### src/cds_defs.vh
/*
 Constants for the clock distribution sync block: register indices,
 field positions, reset values and hold counts.
 Assumes inclusion by bare name from the design files.
*/
`ifndef CDS_DEFS_VH
`define CDS_DEFS_VH

// ========================================
// Sizes
`define CDS_NUM_CH 14
`define CDS_ADDR_W 12

// ========================================
// Register indices (byte address = 4 * index)
`define CDS_IDX_ZD 10'h01B
`define CDS_IDX_CH0 10'h190
`define CDS_IDX_STATUS 10'h22C
`define CDS_IDX_SYNC 10'h232

// ========================================
// Fields
`define CDS_ZD_BIT 5
`define CDS_SYNC_BIT 0
`define CDS_F_MODE 3:0
`define CDS_F_INV 4
`define CDS_F_IGN 5
`define CDS_F_PD 6
`define CDS_F_LP 7
`define CDS_F_DIVLO 15:8
`define CDS_F_DIVHI 17:16
`define CDS_F_PHASE 23:18
`define CDS_MODE_TRISTATE 4'hF
`define CDS_CFG_RESET 24'h00_0000

// ========================================
// Timing and bus answers
`define CDS_SW_HOLD 4'h4
`define CDS_RESP_OKAY 2'b00
`define CDS_RESP_SLVERR 2'b10

`endif

### src/cds_channel_div.v
/*
 One distribution channel divider with phase preset and 50% duty.
 Assumes core_clk ticks once per half period of the divider input clock.
*/
`timescale 1ns/1ps
`default_nettype none

module cds_channel_div (
   // Clock and reset
   input wire core_clk,
   input wire resetn,
   // Controls
   input wire syncHold,
   input wire ignoreSync,
   input wire powerDown,
   input wire invert,
   input wire [9:0] divSetting,
   input wire [5:0] phaseSteps,
   // Result
   output reg divOut,
   output reg active
);

   reg [10:0] halfCnt;
   reg [5:0] phaseWait;
   wire [10:0] ratio = {1'b0, divSetting} + 11'h001;
   wire [11:0] lastCnt = {ratio, 1'b0} - 12'h001;

   always @(posedge core_clk)
   begin
      if (!resetn)
      begin
         halfCnt <= 11'h000;
         phaseWait <= 6'h00;
         divOut <= 1'b0;
         active <= 1'b0;
      end
      else if (powerDown)
      begin
         // Whole channel off
         halfCnt <= 11'h000;
         phaseWait <= 6'h00;
         divOut <= 1'b0;
         active <= 1'b0;
      end
      else if (syncHold && !ignoreSync)
      begin
         // Held disabled, preset for first period
         halfCnt <= 11'h000;
         phaseWait <= phaseSteps;
         divOut <= 1'b0;
         active <= 1'b0;
      end
      else if (phaseWait != 6'h00)
      begin
         // Offset in half periods before first edge
         phaseWait <= phaseWait - 6'h01;
         divOut <= invert;
         active <= 1'b1;
      end
      else
      begin
         if ({1'b0, halfCnt} >= lastCnt)
            halfCnt <= 11'h000;
         else
            halfCnt <= halfCnt + 11'h001;
         divOut <= (halfCnt < ratio) ^ invert;
         active <= 1'b1;
      end
   end

endmodule

`default_nettype wire

### src/cds_sync2.v
/*
 Two-flop synchroniser for a group of asynchronous levels.
 Assumes the inputs may change at any time relative to core_clk.
*/
`timescale 1ns/1ps
`default_nettype none

module cds_sync2 #(
   parameter W = 1
) (
   // Clock and reset
   input wire core_clk,
   input wire resetn,
   // Levels
   input wire [W-1:0] asyncIn,
   output reg [W-1:0] syncOut
);

   reg [W-1:0] stage1;

   always @(posedge core_clk)
   begin
      if (!resetn)
      begin
         stage1 <= {W{1'b0}};
         syncOut <= {W{1'b0}};
      end
      else
      begin
         stage1 <= asyncIn;
         syncOut <= stage1;
      end
   end

endmodule

`default_nettype wire

### src/cds_top.v
/*
 Clock distribution sync block: fourteen channel dividers, sync control,
 zero-delay feedback mux and an AXI4-Lite register slave.
 Assumes core_clk is the divider input clock at twice its rate, and that
 the sync pin, lock and zero-delay inputs are asynchronous.
*/
`timescale 1ns/1ps
`default_nettype none
`include "cds_defs.vh"

module cds_top (
   // Clock and reset
   input wire core_clk,
   input wire resetn,
   // AXI4-Lite write address
   input wire awvalid,
   output reg awready,
   input wire [`CDS_ADDR_W-1:0] awaddr,
   input wire [2:0] awprot,
   // AXI4-Lite write data
   input wire wvalid,
   output reg wready,
   input wire [31:0] wdata,
   input wire [3:0] wstrb,
   // AXI4-Lite write response
   output reg bvalid,
   input wire bready,
   output reg [1:0] bresp,
   // AXI4-Lite read address
   input wire arvalid,
   output reg arready,
   input wire [`CDS_ADDR_W-1:0] araddr,
   input wire [2:0] arprot,
   // AXI4-Lite read data
   output reg rvalid,
   input wire rready,
   output reg [31:0] rdata,
   output reg [1:0] rresp,
   // Pins and loop status
   input wire syncPinN,
   input wire coreSynthLoopLocked,
   input wire zeroDelayFeedbackInput,
   // Channel drivers
   output reg [13:0] chanOut,
   output reg [13:0] chanOe,
   output reg [55:0] chanMode,
   output reg [13:0] chanPowerDown,
   output reg [13:0] chanLowPower,
   // Input loop feedback
   output reg loopFeedback
);

   // ========================================
   // Address decode
   // {hit, channel, byte} for a channel register index
   function [6:0] chDecode;
      input [9:0] idx;
      integer c;
      reg [9:0] off;
      reg [9:0] rem;
      begin
         chDecode = 7'h00;
         off = idx - `CDS_IDX_CH0;
         for (c = 0; c < `CDS_NUM_CH; c = c + 1)
         begin
            rem = off - (c[9:0] * 10'h003);
            if (off >= c[9:0] * 10'h003 && rem < 10'h003)
               chDecode = {1'b1, c[3:0], rem[1:0]};
         end
      end
   endfunction

   // ========================================
   // Storage
   reg [23:0] chCfg [0:13];
   reg zdInternal;
   reg swSync;
   reg [3:0] swHoldCnt;
   reg autoDone;
   reg syncActive;
   reg awHeld;
   reg wHeld;
   reg [9:0] awIdx;
   reg [31:0] wDataHeld;
   reg [3:0] wStrbHeld;
   reg next_awHeld;
   reg next_wHeld;
   reg next_bvalid;
   reg next_rvalid;
   reg [31:0] readWord;
   reg readHit;
   reg [6:0] rdDec;
   integer k;

   wire [2:0] syncedIn;
   wire pinLow = ~syncedIn[0];
   wire locked = syncedIn[1];
   wire zdIn = syncedIn[2];
   wire [6:0] wrDec = chDecode(awIdx);
   wire doWrite = awHeld & wHeld & ~bvalid;
   wire wrLane = doWrite & wStrbHeld[0];
   wire wrSync = wrLane && awIdx == `CDS_IDX_SYNC;
   wire swFall = wrSync & swSync & ~wDataHeld[`CDS_SYNC_BIT];
   wire wrHit = wrDec[6] || awIdx == `CDS_IDX_ZD || awIdx == `CDS_IDX_SYNC ||
                awIdx == `CDS_IDX_STATUS;

   // ========================================
   // Input synchronisers
   cds_sync2 #(
      .W(3)
   ) u_sync (
      .core_clk(core_clk),
      .resetn(resetn),
      .asyncIn({zeroDelayFeedbackInput, coreSynthLoopLocked, syncPinN}),
      .syncOut(syncedIn)
   );

   // ========================================
   // AXI4-Lite handshake state
   always @*
   begin
      next_awHeld = awHeld;
      next_wHeld = wHeld;
      next_bvalid = bvalid;
      next_rvalid = rvalid;
      if (awvalid && awready)
         next_awHeld = 1'b1;
      if (wvalid && wready)
         next_wHeld = 1'b1;
      if (doWrite)
      begin
         next_awHeld = 1'b0;
         next_wHeld = 1'b0;
         next_bvalid = 1'b1;
      end
      else if (bvalid && bready)
         next_bvalid = 1'b0;
      if (arvalid && arready)
         next_rvalid = 1'b1;
      else if (rvalid && rready)
         next_rvalid = 1'b0;
   end

   always @(posedge core_clk)
   begin
      if (!resetn)
      begin
         awready <= 1'b0;
         wready <= 1'b0;
         bvalid <= 1'b0;
         bresp <= `CDS_RESP_OKAY;
         arready <= 1'b0;
         rvalid <= 1'b0;
         rdata <= 32'h0000_0000;
         rresp <= `CDS_RESP_OKAY;
         awHeld <= 1'b0;
         wHeld <= 1'b0;
         awIdx <= 10'h000;
         wDataHeld <= 32'h0000_0000;
         wStrbHeld <= 4'h0;
      end
      else
      begin
         awHeld <= next_awHeld;
         wHeld <= next_wHeld;
         bvalid <= next_bvalid;
         rvalid <= next_rvalid;
         awready <= ~next_awHeld & ~next_bvalid;
         wready <= ~next_wHeld & ~next_bvalid;
         arready <= ~next_rvalid;
         if (awvalid && awready)
            awIdx <= awaddr[`CDS_ADDR_W-1:2];
         if (wvalid && wready)
         begin
            wDataHeld <= wdata;
            wStrbHeld <= wstrb;
         end
         if (doWrite)
            bresp <= wrHit ? `CDS_RESP_OKAY : `CDS_RESP_SLVERR;
         if (arvalid && arready)
         begin
            rdata <= readWord;
            rresp <= readHit ? `CDS_RESP_OKAY : `CDS_RESP_SLVERR;
         end
      end
   end

   // ========================================
   // Read mux
   always @*
   begin
      readWord = 32'h0000_0000;
      readHit = 1'b1;
      rdDec = chDecode(araddr[`CDS_ADDR_W-1:2]);
      if (rdDec[6])
      begin
         case (rdDec[1:0])
            2'b00: readWord[7:0] = chCfg[rdDec[5:2]][7:0];
            2'b01: readWord[7:0] = chCfg[rdDec[5:2]][15:8];
            default: readWord[7:0] = chCfg[rdDec[5:2]][23:16];
         endcase
      end
      else
      begin
         case (araddr[`CDS_ADDR_W-1:2])
            `CDS_IDX_ZD: readWord[`CDS_ZD_BIT] = zdInternal;
            `CDS_IDX_SYNC: readWord[`CDS_SYNC_BIT] = swSync;
            `CDS_IDX_STATUS: readWord[2:0] = {locked, autoDone, syncActive};
            default: readHit = 1'b0;
         endcase
      end
   end

   // ========================================
   // Register writes
   always @(posedge core_clk)
   begin
      if (!resetn)
      begin
         zdInternal <= 1'b0;
         swSync <= 1'b0;
         for (k = 0; k < `CDS_NUM_CH; k = k + 1)
            chCfg[k] <= `CDS_CFG_RESET;
      end
      else if (wrLane)
      begin
         if (wrDec[6])
         begin
            // Phase lands here but only takes effect at the next sync
            case (wrDec[1:0])
               2'b00: chCfg[wrDec[5:2]][7:0] <= wDataHeld[7:0];
               2'b01: chCfg[wrDec[5:2]][15:8] <= wDataHeld[7:0];
               default: chCfg[wrDec[5:2]][23:16] <= wDataHeld[7:0];
            endcase
         end
         if (awIdx == `CDS_IDX_ZD)
            zdInternal <= wDataHeld[`CDS_ZD_BIT];
         if (awIdx == `CDS_IDX_SYNC)
            swSync <= wDataHeld[`CDS_SYNC_BIT];
      end
   end

   // ========================================
   // Sync controller
   always @(posedge core_clk)
   begin
      if (!resetn)
      begin
         swHoldCnt <= 4'h0;
         autoDone <= 1'b0;
         syncActive <= 1'b1;
      end
      else
      begin
         if (swFall)
            swHoldCnt <= `CDS_SW_HOLD;
         else if (swHoldCnt != 4'h0)
            swHoldCnt <= swHoldCnt - 4'h1;
         // Only the first lock after reset counts
         if (locked)
            autoDone <= 1'b1;
         // One shared hold releases every divider without ignoreSync or powerDown set on the same edge
         syncActive <= pinLow | swFall | (swHoldCnt > 4'h1) | ~locked & ~autoDone;
      end
   end

   // ========================================
   // Channels
   wire [13:0] divLevel;
   wire [13:0] divActive;
   wire [13:0] tristated;
   wire [13:0] pdBus;
   wire [13:0] lpBus;
   wire [55:0] modeBus;

   genvar i;
   generate
      for (i = 0; i < `CDS_NUM_CH; i = i + 1)
      begin : g_ch
         wire [23:0] cfg = chCfg[i];
         assign modeBus[4*i+3:4*i] = cfg[`CDS_F_MODE];
         assign tristated[i] = cfg[`CDS_F_MODE] == `CDS_MODE_TRISTATE;
         assign pdBus[i] = cfg[`CDS_F_PD];
         assign lpBus[i] = cfg[`CDS_F_LP];
         // Only channel dividers see the hold; core_clk runs on
         cds_channel_div u_div (
            .core_clk(core_clk),
            .resetn(resetn),
            .syncHold(syncActive),
            .ignoreSync(cfg[`CDS_F_IGN]),
            .powerDown(cfg[`CDS_F_PD]),
            .invert(cfg[`CDS_F_INV]),
            .divSetting({cfg[`CDS_F_DIVHI], cfg[`CDS_F_DIVLO]}),
            .phaseSteps(cfg[`CDS_F_PHASE]),
            .divOut(divLevel[i]),
            .active(divActive[i])
         );
      end
   endgenerate

   // ========================================
   // Driver and feedback outputs
   always @(posedge core_clk)
   begin
      if (!resetn)
      begin
         chanOut <= 14'h0000;
         chanOe <= 14'h0000;
         chanMode <= 56'h00_0000_0000_0000;
         chanPowerDown <= 14'h0000;
         chanLowPower <= 14'h0000;
         loopFeedback <= 1'b0;
      end
      else
      begin
         chanOut <= divLevel & ~tristated;
         // Tristate only gates the driver; the divider keeps counting
         chanOe <= divActive & ~tristated;
         chanMode <= modeBus;
         chanPowerDown <= pdBus;
         chanLowPower <= lpBus;
         if (zdInternal)
            loopFeedback <= divLevel[0];
         else
            loopFeedback <= zdIn;
      end
   end

endmodule

`default_nettype wire
### config.mk
export PLATFORM = sky130hd
export DESIGN_NAME = cds_top
export DESIGN_NICKNAME = d
export VERILOG_FILES = /design/src/cds_channel_div.v /design/src/cds_sync2.v /design/src/cds_top.v
export VERILOG_INCLUDE_DIRS = /design/src /design/src/src
export SDC_FILE = /design/constraint.sdc
export NUM_CORES = 2
export LEC_CHECK = 0
export BUFFER_PORTS_ARGS = -buffer_cell sky130_fd_sc_hd__clkbuf_2
export CAP_MARGIN = 20
export CELL_PAD_IN_SITES_DETAIL_PLACEMENT = 1
export CELL_PAD_IN_SITES_GLOBAL_PLACEMENT = 1
export CORE_MARGIN = 5
export CORE_UTILIZATION = 49
export CTS_BUF_LIST = sky130_fd_sc_hd__clkbuf_16
export CTS_CLUSTER_DIAMETER = 60
export DETAILED_ROUTE_END_ITERATION = 12
export PLACE_DENSITY_LB_ADDON = 0.3
export SKIP_CTS_REPAIR_TIMING = 1
export SLEW_MARGIN = 20
export SYNTH_ARGS = -nofsm -noshare
export SYNTH_HDL_FRONTEND = slang
export SYNTH_SLANG_ARGS = --single-unit
export TNS_END_PERCENT = 30
### constraint.sdc
create_clock -name core_clk -period 6.4 [get_ports core_clk]
set_input_delay 1.28 -clock core_clk [delete_from_list [all_inputs] [get_ports core_clk]]
set_output_delay 1.28 -clock core_clk [all_outputs]
set_load 0.005 [all_outputs]
==> summary.txt <==
Status
  – Status: completed

Setup path
  – WP data arrival: 6.75 ns
  – Worst reg2reg path startpoint: awIdx[4]$_SDFFE_PN0P_
  – CP most frequent cell: or4b_1
  – CP max stage delay: 0.71 ns
  – Critical path's slowest cell: or2_1
  – Critical path's top delay family: simple AND/OR/NAND/NOR gates
  – R2R Path End: chCfg[1][0]$_SDFFCE_PN0P_
  – Reg2Reg Depth: 15
  – CP startpoint kind: flip-flop
  – CP max FO: 29
  – WP data required: 6.91 ns
  – Critical Path, Cell by Cell: inv_2, ha_1, nand2b_1, nor3b_1, nor3_1, or4b_1, or3_1, nand4_1, or4b_1, and3b_1, or3b_1, or4_4, buf_4, or2_1, nor2_1
  – Kind of critical path: reg2reg
  – WP buf/inv: 2
  – Worst Setup End Kind: flip-flop
  – Reg-to-reg setup timing slack: 0.15 ns

Route
  – Top sig layer: met5
  – Post-DRT Antenna Nets: 0
  – DR vias: 41990
  – M1 WL: 67.63 mm
  – Initial DRC Count: 3938
  – Total Wirelength: 172.7 mm
  – Via-to-Cell Ratio: 6.118
  – DR WL met2: 80.58 mm
  – Remaining routing DRC violations: 0
  – WL per Instance: 25.17 um
  – First-pass DRT Iterations: 5
  – Met3 Wirelength: 14.34 mm

CTS
  – TritonCTS Sinks: 798
  – CTS root buf: clkbuf_16
  – CTS tree: done
  – Number of buffers created by CTS: 99
  – Clk slew on worst S/H paths: 0.06 ns
  – Clk Latency, worst-skew pair: 0.70 ns
  – Clock buffer depth: 3
  – H-tree depth: 3

Synthesis
  – Post-Synthesis Cells: 5291
  – Post-synth EDFFs: 369
  – Sequential fraction of the synthesis area: 40.98%
  – Seq cells post-synth: 798
  – Post-synth top cells: nor2_1, nand2_1, dfxtp_1
  – Synth warnings: 0
  – Top-count cell post-synth: nor2_1
  – Post-Syn Area: 47990 sq um
  – Main flop type after synthesis: dfxtp_1
  – Asr flop ratio synth: 0%
  – Leading area contributor after synthesis: edfxtp_1
  – Top cell type's share of synthesized area: 23.09%
  – Dominant cells by area after synthesis: edfxtp_1, dfxtp_1, ha_1
  – Synth cell types: 93
  – Synthesized area per cell: 9.071 sq um

Place
  – Post-DP HPWL: 129.7 mm
  – Port Buffers: 166
  – Placer Congestion: 1.024
  – Placed insts: 6668

STA
  – Final setup viols: 0
  – Fin. max-slew vios: 0
  – Slew of the pin with the lowest slew margin: 1.215 ns
  – Highest achievable clock rate: 160.1 MHz
  – RSZ-0062 raised after global routing: no
  – Setup Skew: 0.02722 ns
  – Worst relative slew slack: 18.81%
  – Tmin final: 6.247 ns
  – Period utilization: 97.61%
  – Final Hold Vio Count: 0
  – Hold Worst Slack: 0.3913 ns

Floorplan
  – DIE WIDTH: 323.0 um
  – Starting Density: 49.48%
  – Core ar.: 96990 sq um
  – Placement row count: 114
  – Die boundary height: 323.0 um
  – Die area: 104300 sq um
  – Boundary Pins: 230

Worst hold path
  – Hold Path Sink: syncActive$_SDFF_PN1_
  – Hold_sp: u_sync.syncOut[0]$_SDFF_PN0_
  – Hold depth: 1
  – Worst min path class: reg2reg

Final layout
  – Layout Nets: 5937
  – Non-Filler Instances: 6863
  – Layout cells sized above 1: 11.13%
  – Synth-to-layout area growth: 12.76%
  – Final core utilization: 55.79%

Global routing
  – Grt total ovfl: 0
  – Number of global-route vias before repair: 42550
  – Largest net degree at the start of global routing: 67
  – First-pass GRT wire length: 259.6 mm
  – All-Layer GR Usage: 32.25%
  – Initial antenna violation count: 11

Power
  – Design Power: 12840 uW
  – Leak Pwr: 0.02184 uW
  – P per Cell Area: 237.3 nW/um^2
  – VDD IR max: 0.0002284 V

Flow run
  – Max Cap Viol: 0
worst register-to-register path, delay by kind of cell, from the launching register on:
| family | cells | cell delay, ns |
|---|---|---|
| buffers and inverters | 2 | 0.59 |
| adder cells (fa/ha/maj) | 1 | 0.56 |
| flip-flops | 1 | 0.32 |
| AND/OR/NAND/NOR | 12 | 4.61 |
cell type report:
type	count	area [sq um]
antenna	7	17.52
clock buffer	104	2603
clock inverter	84	782.0
fill	11130	42880
inverter	126	473.0
multi-input combinational	4139	26830
sequential	798	19670
tap	1276	1597
timing repair buffer	329	2148
cells in the final DEF (no fill, tap or decap), types with 33 or more instances in the layout:
cell	instances
a211oi_1	49
a21boi_0	41
a21o_1	96
a21oi_1	184
and2_1	123
and3_1	103
buf_4	156
clkbuf_16	104
clkbuf_2	165
conb_1	59
dfxtp_1	429
edfxtp_1	369
ha_1	368
inv_1	132
mux2i_1	97
nand2_1	499
nand2b_1	54
nand3_1	213
nand4_1	127
nor2_1	709
nor2_2	64
nor2b_1	51
nor3_1	140
o211ai_1	33
o21a_1	83
o21ai_0	175
or3_1	33
xnor2_1	234
xor2_1	250
registers in the layout (all words and copies together), names as in the netlist, 4 cells and up:
| signal | cells |
|---|---|
| chanLowPower | 14 |
| g_ch.u_div.divOut | 14 |
| swHoldCnt | 4 |
| chanOe | 14 |
| chCfg | 369 |
| g_ch.u_div.halfCnt | 154 |
| g_ch.u_div.phaseWait | 84 |
| awIdx | 10 |
| g_ch.u_div.active | 14 |
| chanMode | 56 |
| chanOut | 14 |
| wDataHeld | 8 |
| rdata | 8 |
| chanPowerDown | 14 |
where the power goes:
group / internal [uW] / switching, uW / leakage [uW]
clock: 3300 / 2490 / 0.00170
sequential: 5500 / 220 / 0.00731
combinational: 504 / 833 / 0.0128
how the worst max path moves through the flow:
stage	from	to	cells past startpoint
global route	awIdx[4]$_SDFFE_PN0P_	chCfg[1][0]$_SDFFCE_PN0P_	15
floorplan	araddr[6]	rdata[1]$_SDFFE_PN0P_	17
CTS	awIdx[4]$_SDFFE_PN0P_	chCfg[1][0]$_SDFFCE_PN0P_	15
global placement	araddr[7]	rdata[0]$_SDFFE_PN0P_	17
detailed placement	araddr[7]	rdata[0]$_SDFFE_PN0P_	17
finish	awIdx[4]$_SDFFE_PN0P_	chCfg[1][0]$_SDFFCE_PN0P_	15
kinds of logic (layout without fill, tap and decap cells):
group                    Yosys count  count (layout)  synth area share (%)
AO/OA/AOI/OAI                    861             861                 11.73
other                              1              66              0.007814
AND/OR/NAND/NOR                 2250            2250                 22.55
flip-flops                       798             798                 40.98
adder cells (fa/ha/maj)          369             369                 9.615
multiplexers                     112             112                 2.375
buffers and inverters            412             643                 3.728
XOR/XNOR                         488             488                 9.015
per-stage QoR:
step | worst slack [ns] | cell area [sq um] | setup TNS, ns
after global placement | 0.01559 | 50700 | 0
final | 0.1530 | 54120 | 0
after detailed placement | -0.07024 | 50710 | -0.09018
after global routing | 0.02119 | 54100 | 0
after floorplan | 0.7674 | 48210 | 0
after CTS | 0.3086 | 54090 | 0
routing by layer:
metal | GRT usage [%] | up-vias
met3 | 5.669 | 482
met5 | 0 | -
li1 | - | 19000
met2 | 53.78 | 1830
met4 | 15.81 | 2
met1 | 40.66 | 20680
Power figures use the tool's default switching activity.
